[config.mk]
export PLATFORM = sky130hd
export DESIGN_NAME = dma_chan_events
export DESIGN_NICKNAME = d
export VERILOG_FILES = /design/src/core/dma_chan_events.v
export VERILOG_INCLUDE_DIRS = /design/src /design/src/core
export SDC_FILE = /design/constraint.sdc
export NUM_CORES = 1
export LEC_CHECK = 0
export ABC_AREA = 1
export BUFFER_PORTS_ARGS = -buffer_cell sky130_fd_sc_hd__clkbuf_2
export CAP_MARGIN = 25
export CORE_UTILIZATION = 35
export CTS_BUF_LIST = sky130_fd_sc_hd__clkbuf_8
export DETAILED_ROUTE_END_ITERATION = 12
export PLACE_DENSITY = 0.51
export SETUP_SLACK_MARGIN = 0.3
export SYNTH_ARGS = -nofsm -noshare
export SYNTH_HDL_FRONTEND = slang
export SYNTH_SLANG_ARGS = --single-unit
[constraint.sdc]
create_clock -name clk_sys -period 8.4 [get_ports clk_sys]
set_input_delay 0.42 -clock clk_sys [delete_from_list [all_inputs] [get_ports clk_sys]]
set_output_delay 0.42 -clock clk_sys [all_outputs]
set_load 0.01 [all_outputs]
[src/core/dma_chan_map.vh]
`ifndef DMA_CHAN_MAP_VH
`define DMA_CHAN_MAP_VH

// ----------------------------------------
// Register word offsets
// ----------------------------------------
`define OFS_EVT 4'h0
`define OFS_SSA 4'h1
`define OFS_DSA 4'h2
`define OFS_SSIZ 4'h3
`define OFS_DSIZ 4'h4
`define OFS_CSIZ 4'h5
`define OFS_CTRL 4'h6
`define OFS_SPTR 4'h7
`define OFS_DPTR 4'h8

// ----------------------------------------
// Field positions
// ----------------------------------------
`define EVT_IE_LSB 16
`define EVT_IE_MSB 23
`define EVT_FL_MSB 7
`define BIT_SRC_DONE 7
`define BIT_SRC_HALF 6
`define BIT_DST_DONE 5
`define BIT_DST_HALF 4
`define BIT_BLOCK 3
`define BIT_CELL 2
`define BIT_ABORT 1
`define BIT_ADDR_ERR 0
`define CTRL_ON 0
`define CTRL_IRQ_ABT 1
`define CTRL_PAT_ABT 2
`define CTRL_AIRQ_LSB 8
`define CTRL_AIRQ_MSB 15

// ----------------------------------------
// Reset values
// ----------------------------------------
`define RST_ZERO32 32'h0000_0000
`define RST_ZERO16 16'h0000
`define RST_ZERO8 8'h00
`define RST_AIRQ 8'hff

`endif

[src/core/dma_chan_events.v]
`timescale 1ns/100ps
`include "dma_chan_map.vh"

// Notes on behaviour
// - Eight interrupt enables sit in bits 23..16, one enables each event.
// - Eight matching event flags sit in bits 7..0; zero means none pending.
// - Source done flag sets when source pointer reaches source size.
// - Source half flag sets when source pointer reaches half source size.
// - Destination done flag sets when destination pointer reaches destination size.
// - Destination half flag sets when pointer reaches half destination size.
// - Block flag sets after larger size moved, or on pattern match.
// - Cell flag sets each time cell-size bytes have been moved.
// - Abort flag sets when selected abort IRQ aborts the running transfer.
// - Address error flag sets when source or destination address is invalid.
// - Unused event register bits read zero; enables and flags reset zero.
// - Source and destination start addresses are 32-bit read/write, reset zero.
// - With IRQ abort enabled, a matching IRQ number aborts the transfer.
// - With pattern abort enabled, a pattern match aborts and clears channel on.
// - Cell size is the byte count moved per start event.
module dma_chan_events (
	input wire clk_sys,
	input wire arst_n,
	input wire [3:0] reg_addr,
	input wire [31:0] reg_wdata,
	input wire reg_wr,
	input wire reg_rd,
	output reg [31:0] reg_rdata,
	input wire start_evt,
	input wire byte_moved,
	input wire irq_evt,
	input wire [7:0] irq_num,
	input wire pattern_hit,
	input wire addr_invalid,
	output reg busy,
	output reg abort_pulse,
	output reg [31:0] src_addr_out,
	output reg [31:0] dst_addr_out,
	output reg chan_irq
);

	// ----------------------------------------
	// Registers
	// ----------------------------------------
	reg [7:0] ie_reg;
	reg [7:0] flag_reg;
	reg [31:0] ssa_reg;
	reg [31:0] dsa_reg;
	reg [15:0] ssiz_reg;
	reg [15:0] dsiz_reg;
	reg [15:0] csiz_reg;
	reg on_reg;
	reg irq_abt_reg;
	reg pat_abt_reg;
	reg [7:0] airq_reg;
	reg [15:0] sptr_reg;
	reg [15:0] dptr_reg;
	reg [15:0] cptr_reg;
	reg [16:0] moved_reg;
	reg active_reg;
	wire [7:0] flag_next;
	reg state_next;
	reg [31:0] rdata_next;

	wire wr_evt = reg_wr && (reg_addr == `OFS_EVT);
	wire wr_ctrl = reg_wr && (reg_addr == `OFS_CTRL);

	// ----------------------------------------
	// Event detection
	// ----------------------------------------
	// Zero size means 65536 bytes, so sizes are widened by one bit
	wire [16:0] ssiz_full = (ssiz_reg == `RST_ZERO16) ? 17'h1_0000 : {1'b0, ssiz_reg};
	wire [16:0] dsiz_full = (dsiz_reg == `RST_ZERO16) ? 17'h1_0000 : {1'b0, dsiz_reg};
	wire [16:0] csiz_full = (csiz_reg == `RST_ZERO16) ? 17'h1_0000 : {1'b0, csiz_reg};
	wire [16:0] big_full = (ssiz_full > dsiz_full) ? ssiz_full : dsiz_full;
	wire step = active_reg && byte_moved;
	wire [16:0] sptr_inc = {1'b0, sptr_reg} + 17'h0_0001;
	wire [16:0] dptr_inc = {1'b0, dptr_reg} + 17'h0_0001;
	wire [16:0] cptr_inc = {1'b0, cptr_reg} + 17'h0_0001;
	wire [16:0] moved_inc = moved_reg + 17'h0_0001;
	wire src_done = step && (sptr_inc == ssiz_full);
	wire src_half = step && (sptr_inc == {1'b0, ssiz_full[16:1]});
	wire dst_done = step && (dptr_inc == dsiz_full);
	wire dst_half = step && (dptr_inc == {1'b0, dsiz_full[16:1]});
	wire cell_done = step && (cptr_inc == csiz_full);
	wire blk_size = step && (moved_inc == big_full);
	wire pat_abort = active_reg && pat_abt_reg && pattern_hit;
	wire blk_done = blk_size || (active_reg && pattern_hit);
	wire irq_abort = active_reg && irq_abt_reg && irq_evt && (irq_num == airq_reg);
	wire addr_err = active_reg && addr_invalid;
	wire stop = blk_done || irq_abort || addr_err;
	wire end_blk = pat_abort || stop;

	// ----------------------------------------
	// Flags and enables, one slice per event
	// ----------------------------------------
	// Set wins over a software clear in the same cycle, so no event is lost
	wire [7:0] evt_set = {src_done, src_half, dst_done, dst_half, blk_done, cell_done, irq_abort, addr_err};
	wire [7:0] ie_new = reg_wdata[`EVT_IE_MSB:`EVT_IE_LSB];
	wire [7:0] flag_wr = reg_wdata[`EVT_FL_MSB:0];
	wire [7:0] ie_live = wr_evt ? ie_new : ie_reg;
	wire [7:0] irq_term;
	genvar gi;

	generate
		for (gi = 0; gi < 8; gi = gi + 1) begin : g_evt
			assign flag_next[gi] = (wr_evt ? flag_wr[gi] : flag_reg[gi]) | evt_set[gi];
			assign irq_term[gi] = flag_next[gi] & ie_live[gi];
		end
	endgenerate

	always @(posedge clk_sys or negedge arst_n) begin
		if (!arst_n) begin
			ie_reg <= `RST_ZERO8;
			flag_reg <= `RST_ZERO8;
			chan_irq <= 1'b0;
		end else begin
			if (wr_evt) begin
				ie_reg <= ie_new;
			end
			flag_reg <= flag_next;
			chan_irq <= |irq_term;
		end
	end

	// ----------------------------------------
	// Start addresses
	// ----------------------------------------
	always @(posedge clk_sys or negedge arst_n) begin
		if (!arst_n) begin
			ssa_reg <= `RST_ZERO32;
		end else if (reg_wr && (reg_addr == `OFS_SSA)) begin
			ssa_reg <= reg_wdata;
		end
	end

	always @(posedge clk_sys or negedge arst_n) begin
		if (!arst_n) begin
			dsa_reg <= `RST_ZERO32;
		end else if (reg_wr && (reg_addr == `OFS_DSA)) begin
			dsa_reg <= reg_wdata;
		end
	end

	// ----------------------------------------
	// Sizes
	// ----------------------------------------
	// Sizes are 16 bits; the upper half of the word is dropped
	always @(posedge clk_sys or negedge arst_n) begin
		if (!arst_n) begin
			ssiz_reg <= `RST_ZERO16;
			dsiz_reg <= `RST_ZERO16;
			csiz_reg <= `RST_ZERO16;
		end else if (reg_wr) begin
			case (reg_addr)
				`OFS_SSIZ: ssiz_reg <= reg_wdata[15:0];
				`OFS_DSIZ: dsiz_reg <= reg_wdata[15:0];
				`OFS_CSIZ: csiz_reg <= reg_wdata[15:0];
				default: ;
			endcase
		end
	end

	// ----------------------------------------
	// Control
	// ----------------------------------------
	always @(posedge clk_sys or negedge arst_n) begin
		if (!arst_n) begin
			irq_abt_reg <= 1'b0;
			pat_abt_reg <= 1'b0;
			airq_reg <= `RST_AIRQ;
		end else if (wr_ctrl) begin
			irq_abt_reg <= reg_wdata[`CTRL_IRQ_ABT];
			pat_abt_reg <= reg_wdata[`CTRL_PAT_ABT];
			airq_reg <= reg_wdata[`CTRL_AIRQ_MSB:`CTRL_AIRQ_LSB];
		end
	end

	// ----------------------------------------
	// Channel on
	// ----------------------------------------
	// A pattern abort wins over a software write in the same cycle
	always @(posedge clk_sys or negedge arst_n) begin
		if (!arst_n) begin
			on_reg <= 1'b0;
		end else if (pat_abort) begin
			on_reg <= 1'b0;
		end else if (!stop && wr_ctrl) begin
			on_reg <= reg_wdata[`CTRL_ON];
		end
	end

	// ----------------------------------------
	// Channel state
	// ----------------------------------------
	localparam ST_IDLE = 1'b0;
	localparam ST_RUN = 1'b1;

	always @* begin
		state_next = active_reg;
		case (active_reg)
			ST_IDLE: begin
				if (!wr_ctrl && start_evt && on_reg) begin
					state_next = ST_RUN;
				end
			end
			ST_RUN: begin
				if (end_blk) begin
					state_next = ST_IDLE;
				end else if (wr_ctrl) begin
					if (!reg_wdata[`CTRL_ON]) begin
						state_next = ST_IDLE;
					end
				end else if (step && cell_done) begin
					state_next = ST_IDLE;
				end
			end
			default: begin
				state_next = ST_IDLE;
			end
		endcase
	end

	always @(posedge clk_sys or negedge arst_n) begin
		if (!arst_n) begin
			active_reg <= ST_IDLE;
		end else begin
			active_reg <= state_next;
		end
	end

	// ----------------------------------------
	// Pointers
	// ----------------------------------------
	// Pointers wrap to zero at their size so the next block restarts cleanly
	// A control write in the same cycle as a byte holds the pointers still
	always @(posedge clk_sys or negedge arst_n) begin
		if (!arst_n) begin
			sptr_reg <= `RST_ZERO16;
		end else if (end_blk) begin
			sptr_reg <= `RST_ZERO16;
		end else if (step && !wr_ctrl) begin
			sptr_reg <= src_done ? `RST_ZERO16 : sptr_inc[15:0];
		end
	end

	always @(posedge clk_sys or negedge arst_n) begin
		if (!arst_n) begin
			dptr_reg <= `RST_ZERO16;
		end else if (end_blk) begin
			dptr_reg <= `RST_ZERO16;
		end else if (step && !wr_ctrl) begin
			dptr_reg <= dst_done ? `RST_ZERO16 : dptr_inc[15:0];
		end
	end

	always @(posedge clk_sys or negedge arst_n) begin
		if (!arst_n) begin
			cptr_reg <= `RST_ZERO16;
			moved_reg <= 17'h0_0000;
		end else if (end_blk) begin
			cptr_reg <= `RST_ZERO16;
			moved_reg <= 17'h0_0000;
		end else if (step && !wr_ctrl) begin
			cptr_reg <= cell_done ? `RST_ZERO16 : cptr_inc[15:0];
			moved_reg <= moved_inc;
		end
	end

	// ----------------------------------------
	// Outputs
	// ----------------------------------------
	always @(posedge clk_sys or negedge arst_n) begin
		if (!arst_n) begin
			busy <= 1'b0;
			abort_pulse <= 1'b0;
		end else begin
			busy <= active_reg;
			abort_pulse <= irq_abort || pat_abort;
		end
	end

	// Addresses lag the pointers by one cycle
	always @(posedge clk_sys or negedge arst_n) begin
		if (!arst_n) begin
			src_addr_out <= `RST_ZERO32;
			dst_addr_out <= `RST_ZERO32;
		end else begin
			src_addr_out <= ssa_reg + {16'h0000, sptr_reg};
			dst_addr_out <= dsa_reg + {16'h0000, dptr_reg};
		end
	end

	// ----------------------------------------
	// Read port
	// ----------------------------------------
	always @* begin
		case (reg_addr)
			`OFS_EVT: begin
				rdata_next = {8'h00, ie_reg, 8'h00, flag_reg};
			end
			`OFS_SSA: begin
				rdata_next = ssa_reg;
			end
			`OFS_DSA: begin
				rdata_next = dsa_reg;
			end
			`OFS_SSIZ: begin
				rdata_next = {16'h0000, ssiz_reg};
			end
			`OFS_DSIZ: begin
				rdata_next = {16'h0000, dsiz_reg};
			end
			`OFS_CSIZ: begin
				rdata_next = {16'h0000, csiz_reg};
			end
			`OFS_CTRL: begin
				rdata_next = {16'h0000, airq_reg, 5'h00, pat_abt_reg, irq_abt_reg, on_reg};
			end
			`OFS_SPTR: begin
				rdata_next = {16'h0000, sptr_reg};
			end
			`OFS_DPTR: begin
				rdata_next = {16'h0000, dptr_reg};
			end
			default: begin
				rdata_next = `RST_ZERO32;
			end
		endcase
	end

	always @(posedge clk_sys or negedge arst_n) begin
		if (!arst_n) begin
			reg_rdata <= `RST_ZERO32;
		end else begin
			reg_rdata <= reg_rd ? rdata_next : `RST_ZERO32;
		end
	end

endmodule

# ---- Word-level counts from Yosys, hierarchy flattened
# Index checks and enable logic that the tools add are counted.
dict set report totals {
  word_cells 135
  register_bits 304
}
dict set report op_classes {
  eq_ne 15
  bitwise 17
  order_cmp 1
  mux 34
  reduce_logical 40
  add_sub_neg 6
}
# operator n
set op_table {}
lappend op_table {{one-hot mux 32 bit (9 select lines)} 1}
lappend op_table {{2-to-1 mux 16 bit} 9}
lappend op_table {{2-to-1 mux 17 bit} 6}
lappend op_table {{== test 17 bit} 4}
lappend op_table {{adder 32 x 16 -> 32 bit} 2}
lappend op_table {{adder 16 x 1 -> 17 bit, second input constant} 3}
lappend op_table {{zero test 16 bit} 3}
lappend op_table {{== test 17 x 16 -> 1 bit} 2}
lappend op_table {{2-to-1 mux 32 bit} 1}
lappend op_table {{logical AND 1 bit} 23}
lappend op_table {{adder 17 x 1 -> 17 bit, second input constant} 1}
lappend op_table {{> comparator 17 bit} 1}
lappend op_table {{== test 4 x 3 -> 1 bit, second input constant} 4}
lappend op_table {{2-to-1 mux 1 bit} 15}
lappend op_table {{AND 1 bit} 8}
lappend op_table {{== test 4 x 2 -> 1 bit, second input constant} 2}
lappend op_table {{== test 8 bit} 1}
lappend op_table {{2-to-1 mux 8 bit} 1}
lappend op_table {{bitwise OR 1 bit} 8}
lappend op_table {{OR reduction 8 bit} 1}
lappend op_table {{AND reduction 2 bit} 3}
lappend op_table {{logical OR 1 bit} 5}
lappend op_table {{== test 4 x 1 -> 1 bit, second input constant} 1}
lappend op_table {{== test 4 bit, second input constant} 1}
lappend op_table {{other kinds (5)} 7}

# ---- Longest topological paths before layout
# Gate-level depths: netlist (run 1).
dict set report logic_depth {
  ltp_word 13
  depth_mapped 28
  depth_no_buf 25
}

# ---- Worst setup path before layout (run 1)
# OpenSTA, ideal clock, no wires.
dict set report synth_path {
  path_kind {reg2reg}
  startpoint {register dsiz_reg[7]}
  endpoint {register cptr_reg[0]}
  setup_time_ns 0.121
  slack_ns 5.280
  path_stages_with_launch 26
  period_less_slack_ns 3.120
  required_ns 8.279
  arrival_time_ns 2.999
  n_path_buf 3
  cell_sequence {dfrtp_1 -> inv_1 -> nand4_1 -> nor4_1 -> nand2_1 -> ha_1 -> nand2_1 -> inv_2 -> nand4_1 -> nor3b_2 -> nand4_1 -> nand2_2 -> buf_4 -> nand2_1 -> nand3_1 -> nand2_1 -> nor2_1 -> nand2_1 -> nor2_1 -> nand3_1 -> nand2_1 -> inv_2 -> nand2_2 -> buf_6 -> buf_6 -> nor2_1}
}
dict set report synth_via {
  elab_chain_len 11
}
# item line
set synth_rtl {}
lappend synth_rtl {{start, declared} dma_chan_events.v:49} ;# reg [15:0] dsiz_reg;
lappend synth_rtl {{start signal, assigned} dma_chan_events.v:151} ;# dsiz_reg <= `RST_ZERO16;
lappend synth_rtl {{start signal, assigned} dma_chan_events.v:156} ;# `OFS_DSIZ: dsiz_reg <= reg_wdata[15:0];
lappend synth_rtl {{zero test 16 bit (no line)} n/a}
lappend synth_rtl {{2-to-1 mux 17 bit (*)} dma_chan_events.v:72} ;# wire [16:0] dsiz_full = (dsiz_reg == `RST_ZERO16) ? 17'h1_0000 : {1'b0, dsiz_reg};
lappend synth_rtl {{> comparator 17 bit} dma_chan_events.v:74} ;# wire [16:0] big_full = (ssiz_full > dsiz_full) ? ssiz_full : dsiz_full;
lappend synth_rtl {{2-to-1 mux 17 bit (*)} dma_chan_events.v:74}
lappend synth_rtl {{== test 17 bit (*)} dma_chan_events.v:85} ;# wire blk_size = step && (moved_inc == big_full);
lappend synth_rtl {{logical AND 1 bit (*)} dma_chan_events.v:85}
lappend synth_rtl {{logical OR 1 bit (*)} dma_chan_events.v:87} ;# wire blk_done = blk_size || (active_reg && pattern_hit);
lappend synth_rtl {{logical OR 1 bit (*) (2 in a row)} dma_chan_events.v:90} ;# wire stop = blk_done || irq_abort || addr_err;
lappend synth_rtl {{logical OR 1 bit (*)} dma_chan_events.v:91} ;# wire end_blk = pat_abort || stop;
lappend synth_rtl {{2-to-1 mux 16 bit / nonzero test 2 bit (equally long branches)} n/a}
lappend synth_rtl {{end signal, assigned} dma_chan_events.v:258} ;# cptr_reg <= `RST_ZERO16;
lappend synth_rtl {{end signal, assigned} dma_chan_events.v:261} ;# cptr_reg <= `RST_ZERO16;
lappend synth_rtl {{end signal, assigned} dma_chan_events.v:264} ;# cptr_reg <= cell_done ? `RST_ZERO16 : cptr_inc[15:0];
lappend synth_rtl {{end, declared} dma_chan_events.v:57} ;# reg [15:0] cptr_reg;
# Every way passes the cells marked *; elsewhere a longest branch is shown, timed or not.
# A chain may end at the register's enable or synchronous reset.

# ---- Worst setup path after layout (run 1)
dict set report layout_path {
  startpoint {register dsiz_reg[5]}
  endpoint {register cptr_reg[5]}
}
# The elaborated chain is that of the path after synthesis.

==> results of run 1 <==
power groups by stage:
| stage | clock network, W | logic (W) | registers [W] |
|---|---|---|---|
| CTS | 0.00152 | 0.00141 | 0.00205 |
| finish | 0.00148 | 0.00143 | 0.00205 |
| global route | 0.00158 | 0.00161 | 0.00208 |
| floorplan | 0 | 0.000929 | 0.00198 |
| detailed placement | 0 | 0.00140 | 0.00207 |
| global placement | 0 | 0.00140 | 0.00206 |
stage by stage:
stage / power [W] / setup WS (ns) / instance area [µm²] / util (%)
2_1_floorplan: 0.00291 / 5.28 / 17700 / -
3_3_place_gp: 0.00346 / 2.42 / 19000 / 38.0
3_5_place_dp: 0.00347 / 2.22 / 19000 / 38.0
4_1_cts: 0.00498 / 2.16 / 20300 / 40.6
5_1_grt: 0.00526 / 1.98 / 20400 / 40.8
6_report: 0.00496 / 2.48 / 20400 / 40.8
layout make-up:
type,instances,area share (%)
sequential,304,37.3
clock inverter,31,0.826
inverter,311,5.71
timing repair buffer,179,5.35
multi-input combinational,1645,41.9
antenna,2,0.0245
clock buffer,72,4.85
tap,672,4.11
what timing repair did:
| action | CTS | global route |
|---|---|---|
| gates resized for setup | 0 | 0 |
| hold buffers | 13 | 0 |
| endpoints found under the hold margin | 122 | 0 |
| setup endpoints to repair | 0 | 0 |
cell families (layout without fill, tap and decap cells):
kind of cell               after synthesis  count (layout)  share of synthesized area [%]
AOI/OAI and AO/OA                      390             390                           12.2
buffers and inverters                  396             593                           8.74
adders and majority gates               53              53                           3.83
other                                    0               2                              0
and+or+nand+nor                       1067            1067                           25.6
DFF                                    304             304                           43.0
xor gates and xnor gates               135             135                           6.67
metal layers:
| metal | vias up | share of wire (%) |
|---|---|---|
| met4 | 2 | 4.8 |
| li1 | 7926 | - |
| met5 | - | 0.018 |
| met2 | 609 | 46 |
| met3 | 156 | 6.3 |
| met1 | 7960 | 43 |
layout by cell type, fill, tap and decap left out, drive strengths merged, types with 3 or more instances in the layout:
master / instances
nand3b: 11
a221oi: 21
xor2: 103
o21ai: 245
buf: 16
dlygate4sd3: 13
a31oi: 8
a21oi: 68
dfstp: 8
dfrtp: 296
o22ai: 19
clkinv: 11
or2: 10
clkbuf: 222
ha: 51
nor3: 38
o211ai: 6
a21boi: 7
inv: 330
nor2: 208
xnor2: 32
o21bai: 3
nand3: 137
nor4: 14
o221ai: 3
nand4: 59
nand2: 586
worst reg2reg max path, cell delays in order, from the launching register on:
cell and delay [ns]:
dfrtp_1 0.42, inv_1 0.21, nand4_1 0.12, nor4_1 0.43, nand2_1 0.26, ha_1 0.36
nand2_1 0.08, inv_2 0.06, nand4_1 0.08, nor3b_2 0.21, nand4_1 0.74, nand2_2 0.75
nand2_1 0.15, nand3_1 0.10, nand2_1 0.05, nor2_1 0.15, nand2_1 0.06, nor2_1 0.11
nand3_1 0.25, nand2_1 0.19, inv_2 0.07, nand2_2 0.42, buf_4 0.42, nor2_1 0.09
how the worst max path moves through the flow:
stage,startpoint,endpoint,slack [ns],depth (start not counted)
2_1_floorplan,dsiz_reg[7],cptr_reg[0],5.28,25
3_3_place_gp,dsiz_reg[1],sptr_reg[15],2.42,23
3_5_place_dp,dsiz_reg[1],moved_reg[10],2.22,23
4_1_cts,dsiz_reg[1],cptr_reg[5],2.16,23
5_1_grt,dsiz_reg[7],cptr_reg[5],1.98,23
6_report,dsiz_reg[5],cptr_reg[5],2.48,23
==> results.ini, run 1 <==
[run_status]
outcome = finished, final reports clean

[sta]
whs_ns = 0.0496
tns_ns = 0
fin_worst_skew_ns = 0.0398
worstMarginPinSlew_ns = 1.03
slew_violations = 0
slew_headroom_pct = 31.4
min_period_over_period_pct = 70.5
fmax_ghz = 0.169
setup_viol = 0
finalHoldViolCount = 0
grt_setup_unrepaired = false
fin_crit_ns = 5.92

[setup_path]
slowest_delay_ns = 0.75
r2r-start = dsiz_reg[5]
timing.rr.end = cptr_reg[5]
crit_top_cell = nand2_1
crit_fanout = 25
cp_slowest_cell = nand2_2
crit_family = simple AND/OR/NAND/NOR gates
cp.arrival_ns = 6.45
cp-start-kind = register
critical_path_class = reg -> reg
reg2reg_depth = 23
critPathBufInv = 4
worstSetupEndpointType = register
required_ns = 8.93
crit_chain = inv_1 -> nand4_1 -> nor4_1 -> nand2_1 -> ha_1 -> nand2_1 -> inv_2 -> nand4_1 -> nor3b_2 -> nand4_1 -> nand2_2 -> nand2_1 -> nand3_1 -> nand2_1 -> nor2_1 -> nand2_1 -> nor2_1 -> nand3_1 -> nand2_1 -> inv_2 -> nand2_2 -> buf_4 -> nor2_1
r2r_setup_slack_ns = 2.48

[finish]
fin_cells = 3216
seq_area_mm2 = 0.00762
fin_nets = 2603
fill_cells = 5367
multi_input_area_mm2 = 0.00855
area_delta_synth_final_pct = 15.4
drive_gt1_share_pct = 11.5

[placement]
dp_hpwl_mm = 53.6
place_congestion = 0.968
portBuffers = 151
dp.cells = 3094

[grt]
grt_overflow = 0
grt.busiest_layer = met2
grtUsageMet3_pct = 4.76
grt_pass1_wl_mm = 103
grt_max_degree = 127
grt_pass1_vias = 16100
antenna_found_initial = 4
gr-usage-met2_pct = 44.9
use_met1_pct = 35.3
grt_usage_pct = 27.6

[clocking]
cts_root_buf = clkbuf_8
clkTransAtPathRegs_ns = 0.06
cts.path.max_buffers = 3
clk_latency_ns = 0.69
cts_setup_buffers = 0
numCtsBuffers = 56
cts_tree = yes
cts.sinks = 304
h-tree-depth = 2

[synth]
syn-num-nets = 2451
async_flop_share_pct = 100
synthCells = 2345
yosysTopAreaCell = dfrtp_1
synth_commonest_cells = nand2_1, dfrtp_1, inv_1
netlist_area_mm2 = 0.0177
synth.area.top_cells = dfrtp_1, nand2_1, o21ai_0, inv_1, xor2_1
netlist.area_leader.share_pct = 41.8
yosysMostFrequentCell = nand2_1
synth_ff_type = dfrtp_1
syn_area_per_cell_um2 = 7.55
ys_ff_latch = 304
ys_warn_count = 0
yosys.cell_types.count = 50
ys_seq_area_share_pct = 43.0
synth_edf_count = 0

[floorplan]
die-area_mm2 = 0.0515
die_height_um = 227
rows = 82
initial_utilization_pct = 35.4
core-area_mm2 = 0.0501
ios = 152
die_w_um = 227

[power]
clockPowerShare_pct = 29.8
peakVddDrop_mv = 0.141
p_leak_nw = 10.1
p_switching_w = 0.00193
pwr-share-seq_pct = 41.3
p_per_area_mw_per_mm2 = 243
p_int_w = 0.00303
p_comb_share_pct = 28.8
p_sw_share_pct = 38.9

[worst_hold_path]
hold_start = start_evt
hold_depth = 3
holdPathEnd = active_reg
hp-class = in -> reg

[run]
maxCapViolCount = 0

[detailed_routing]
first_pass_iters = 6
drt.antenna.violating_nets = 0
post_drt_wl_per_cell_um = 21.9
wl_mm = 70.5
drc = 0
drt_iter0_drc = 1353
via_per_inst = 5.18
via_count = 16700

Power figures use the tool's default switching activity.
==> inputs of run 2 (changes only) <==
--- a/config.mk
+++ b/config.mk
@@ -12,7 +12,7 @@
 export CORE_UTILIZATION = 35
 export CTS_BUF_LIST = sky130_fd_sc_hd__clkbuf_8
 export DETAILED_ROUTE_END_ITERATION = 12
-export PLACE_DENSITY = 0.51
+export PLACE_DENSITY = 0.52
 export SETUP_SLACK_MARGIN = 0.3
 export SYNTH_ARGS = -nofsm -noshare
 export SYNTH_HDL_FRONTEND = slang
==> constraint.sdc (replaced) <==
create_clock -name clk_sys -period 5.42 [get_ports clk_sys]
set_input_delay 0.271 -clock clk_sys [delete_from_list [all_inputs] [get_ports clk_sys]]
set_output_delay 0.271 -clock clk_sys [all_outputs]
set_load 0.01 [all_outputs]
==> run 2 against run 1 <==
Effect of this change: wire length down 0.63%; cell count increased by 0.40%; non-clock buffer count up 11; clock power up 77%; combinational power rose by 55%; sequential share of layout area is 0.50 points lower; critical path depth grew 2; maximum frequency up 27%; die area is the same; critical path type unchanged.
==> results.ini, run 2 (same netlist as run 1, synthesis figures left out) <==
[clocking]
clk_latency_ns = 0.69
cts.path.max_buffers = 3
cts_setup_buffers = 0
clkTransAtPathRegs_ns = 0.06
cts_root_buf = clkbuf_8
cts.sinks = 304
h-tree-depth = 2
numCtsBuffers = 56
cts_tree = yes

[sta]
slew_violations = 0
worstMarginPinSlew_ns = 1.06
slew_headroom_pct = 29.4
tns_ns = 0
setup_viol = 0
whs_ns = 0.0392
fin_worst_skew_ns = 0.0232
fin_crit_ns = 4.66
finalHoldViolCount = 0
grt_setup_unrepaired = false
min_period_over_period_pct = 86.0
setup_slack_ns = 0.757
fmax_ghz = 0.214

[placement]
dp_slack_ns = 0.728
dp_hpwl_mm = 52.8
portBuffers = 151
place_congestion = 0.977

[grt]
grt_max_degree = 115
grt_pass1_wl_mm = 103
grt_usage_pct = 27.3
antenna_found_initial = 4
grt_overflow = 0
grt_pass1_vias = 15900

[detailed_routing]
via_per_inst = 5.15
drt.antenna.violating_nets = 0
drc = 0
wl_mm = 70.1
drt_iter0_drc = 1528
post_drt_wl_per_cell_um = 21.7
via_count = 16600
first_pass_iters = 7

[setup_path]
crit_fanout = 32
cp-start-kind = register
timing.rr.end = moved_reg[10]
r2r-start = dsiz_reg[6]
r2r_setup_slack_ns = 0.76
required_ns = 5.97
cp.arrival_ns = 5.22
reg2reg_depth = 25
critical_path_class = reg -> reg
worstSetupEndpointType = register

[finish]
drive_gt1_share_pct = 11.9
fin_nets = 2614
area_delta_synth_final_pct = 16.9
fin_util_pct = 41.4
final_common_cell = nand2_1
final_cell_mix = nand2_1, inv_1, dfrtp_1
seq_area_mm2 = 0.00762
multi_input_area_mm2 = 0.00856
fill_cells = 5237

[power]
p_per_area_mw_per_mm2 = 387
clockPowerShare_pct = 32.7
p_comb_share_pct = 27.7
peakVddDrop_mv = 0.168
p_switching_w = 0.00302
p_int_w = 0.00499
finalPower_w = 0.00801
p_leak_nw = 10.1
p_sw_share_pct = 37.7
pwr-share-seq_pct = 39.6

[run]
maxCapViolCount = 0

[floorplan]
die_w_um = 227
die-area_mm2 = 0.0515
rows = 82
core-area_mm2 = 0.0501
initial_utilization_pct = 35.4
ios = 152
die_height_um = 227

[run_status]
outcome = finished, final reports clean

[worst_hold_path]
hp-class = in -> reg
hold_depth = 3
hold_start = reg_wdata[19]
holdPathEnd = ssa_reg[19]

## run 2: per-layer routing
layer	track usage, %	wire, µm	vias up
li1	-	-	7937
met1	34.8	29700	7918
met2	44.3	31900	615
met3	5.03	4770	152
met4	14.1	3700	0
met5	0	0	-
## run 2: cell type report
type                            count  share of cell area (%)
Antenna cell                        2                  0.0242
Clock buffer                       71                    4.72
Clock inverter                     34                    1.74
Inverter                          311                    5.64
Multi-Input combinational cell   1645                    41.3
Sequential cell                   304                    36.8
Tap cell                          672                    4.06
Timing Repair Buffer              190                    5.74
## run 2: timing repair
action,in CTS,in global routing
setup endpoints to repair,0,55
endpoints found under the hold margin,116,0
gates resized for setup,0,1
hold buffers,24,0
## run 2: how the worst max path moves through the flow
stage | from | endpoint | cells past startpoint
floorplan | dsiz_reg[7] | cptr_reg[0] | 25
global placement | dsiz_reg[1] | moved_reg[2] | 25
detailed placement | dsiz_reg[1] | sptr_reg[5] | 25
CTS | dsiz_reg[1] | sptr_reg[5] | 25
global route | dsiz_reg[1] | moved_reg[2] | 25
finish | dsiz_reg[6] | moved_reg[10] | 25
## run 2: power by group through the flow
stage | registers, W | clock network, W | logic, W
6_report | 0.00317 | 0.00262 | 0.00222
2_1_floorplan | 0.00306 | 0 | 0.00144
4_1_cts | 0.00317 | 0.00268 | 0.00221
5_1_grt | 0.00321 | 0.00277 | 0.00250
3_5_place_dp | 0.00320 | 0 | 0.00219
3_3_place_gp | 0.00320 | 0 | 0.00218
## run 2: critical path, cell delays in order, from the launching register on
cell	delay (ns)
dfrtp_1	0.41
inv_1	0.20
nand4_1	0.12
nor4_1	0.36
nand2_1	0.25
ha_1	0.36
nand2_1	0.08
inv_2	0.06
nand4_1	0.08
nor3b_2	0.22
nand2_1	0.10
nand2_2	0.32
nand2_4	0.26
nand2_1	0.15
nand2_1	0.06
nand2_1	0.05
nand2_1	0.05
nor2_1	0.11
nand2_1	0.06
nor2_1	0.09
nand3_1	0.26
nand2_1	0.19
inv_2	0.07
nand2_2	0.29
buf_12	0.24
nor2_1	0.07
## run 2: per-stage QoR
stage | area, µm² | cells
4_1_cts | 20700 | 3226
3_5_place_dp | 19100 | 3097
3_3_place_gp | 19100 | 3095
2_1_floorplan | 17700 | 2345
5_1_grt | 20700 | 3227
6_report | 20700 | 3229
==> inputs of run 3 (changes only) <==
==> constraint.sdc (replaced) <==
create_clock -name clk_sys -period 5.42 [get_ports clk_sys]
set_input_delay 0.542 -clock clk_sys [delete_from_list [all_inputs] [get_ports clk_sys]]
set_output_delay 0.542 -clock clk_sys [all_outputs]
set_load 0.01 [all_outputs]
==> run 3 against run 2 <==
Effect of this change: register-to-register slack better by 0.02 ns; first-iteration DRC count is 9.1% lower; via count is 0.39% lower; clock skew is 0.011 ns higher; final area is 1.4% lower; global-route usage hardly changed; die area stayed put; total power is 2.1% lower; sequential power hardly changed.
==> results.ini, run 3 (same netlist as run 1, synthesis figures left out) <==
[run_status]
outcome = finished, final reports clean

[finish]
final_common_cell = nand2_1
drive_gt1_share_pct = 12.1
fin_nets = 2592
final_cell_mix = nand2_1, inv_1, dfrtp_1
area_delta_synth_final_pct = 15.3
fin_cells = 3204
fin_area_mm2 = 0.0204

[setup_path]
reg2reg_depth = 25
required_ns = 5.97
crit_fanout = 23
cp-start-kind = register
critical_path_class = reg -> reg
worstSetupEndpointType = register
cp.arrival_ns = 5.19

[power]
clockPowerShare_pct = 31.5
p_per_area_mw_per_mm2 = 384
p_switching_w = 0.00299
pwr-share-seq_pct = 40.4
peakVddDrop_mv = 0.196
p_comb_share_pct = 28.1
p_int_w = 0.00485
p_sw_share_pct = 38.1
p_leak_nw = 10.0

[detailed_routing]
post_drt_wl_per_cell_um = 21.7
via_per_inst = 5.17
drt_iter0_drc = 1389
via_count = 16600
first_pass_iters = 6
drc = 0
drt.antenna.violating_nets = 0
wl_mm = 69.5

[floorplan]
core-area_mm2 = 0.0501
die_w_um = 227
initial_utilization_pct = 35.4
ios = 152
die_height_um = 227
rows = 82
die-area_mm2 = 0.0515

[sta]
setup_slack_ns = 0.781
whs_ns = 0.0964
grt_setup_unrepaired = false
slew_headroom_pct = 34.3
finalHoldViolCount = 0
min_period_over_period_pct = 85.6
tns_ns = 0
fin_crit_ns = 4.64
worstMarginPinSlew_ns = 0.983
fmax_ghz = 0.216
setup_viol = 0
slew_violations = 0
fin_worst_skew_ns = 0.0345

[grt]
grt_max_degree = 115
grt_usage_pct = 27.4
antenna_found_initial = 3
grt_overflow = 0
grt_pass1_vias = 16000
grt_pass1_wl_mm = 103

[placement]
placedInstanceArea_mm2 = 0.0191
place_congestion = 0.977
dp.cells = 3097
dp_slack_ns = 0.724
dp_hpwl_mm = 52.8
portBuffers = 151

[clocking]
cts_tree = yes
numCtsBuffers = 56
cts_root_buf = clkbuf_8
cts.sinks = 304
clkTransAtPathRegs_ns = 0.06
cts.path.max_buffers = 3
clk_latency_ns = 0.69
h-tree-depth = 2
cts_setup_buffers = 0

[run]
maxCapViolCount = 0

[worst_hold_path]
hold_depth = 3
hp-class = in -> reg

-- run 3: cell types whose count changed in the layout (fill, tap and decap cells not counted) --
cell,change
bufinv_16,-4
inv_1,-1
dlygate4sd3_1,-23
diode_2,-1
buf_4,+1
clkinvlp_4,-2
clkbuf_8,+5
-- run 3: final cells by class --
cell class | count | area [µm²]
multi-input cells | 1645 | 8560
well taps | 672 | 841
fillers | 5335 | 29600
repair buffers | 168 | 966
flip-flops and latches | 304 | 7620
clock buffers | 76 | 1050
diodes | 1 | 2.50
clock inverters | 27 | 221
inverters | 311 | 1170
-- run 3: stage by stage --
stage	util, %	power, W
final	40.8	0.00784
after global placement	38.1	0.00538
after global routing	40.8	0.00832
after CTS	40.7	0.00789
after detailed placement	38.1	0.00538
after floorplan	-	0.00450
-- run 3: power groups by stage --
stage	sequential, W	clock, W	combinational (W)
after floorplan	0.00306	0	0.00144
after global placement	0.00320	0	0.00218
after detailed placement	0.00320	0	0.00218
after CTS	0.00316	0.00253	0.00219
after global routing	0.00322	0.00262	0.00249
final	0.00317	0.00247	0.00220
-- run 3: worst max-delay path, stage by stage (launching register included) --
cell,delay [ns]
dfrtp_1,0.42
inv_1,0.20
nand4_1,0.12
nor4_1,0.32
nand2_1,0.22
ha_1,0.36
nand2_1,0.08
inv_2,0.05
nand4_1,0.09
nor3b_2,0.22
nand2_1,0.10
nand2_2,0.32
nand2_4,0.27
nand2_1,0.15
nand2_1,0.05
nand2_1,0.05
nand2_1,0.05
nor2_1,0.08
nand2_1,0.05
nor2_1,0.11
nand3_1,0.27
nand2_1,0.21
inv_2,0.07
nand2_2,0.29
buf_4,0.28
nor2_1,0.06
-- run 3: final timing paths --
kind	slack (ns)	end	from
worst max-delay path	0.78	sptr_reg[9]	dsiz_reg[5]
worst min-delay path	0.1	airq_reg[6]	reg_wdata[14]
worst max register to register	0.78	sptr_reg[9]	dsiz_reg[5]
worst min register to register	0.50	dst_addr_out[19]	dsa_reg[19]
max in group asynchronous	3.77	cptr_reg[3]	arst_n
min in group asynchronous	0.44	src_addr_out[19]	arst_n
-- run 3: timing repair --
action / CTS / global route
endpoints found under the hold margin: 84 / 0
resized for setup: 0 / 1
hold buffers: 1 / 0
setup endpoints to repair: 0 / 56
-- run 3: layer usage --
layer	track usage (%)	part of all wire, %	wire length [µm]
met5	0	0	0
met4	13.6	5.2	3650
met3	3.95	5.9	4080
met2	44.5	46	31900
met1	35.6	43	29900
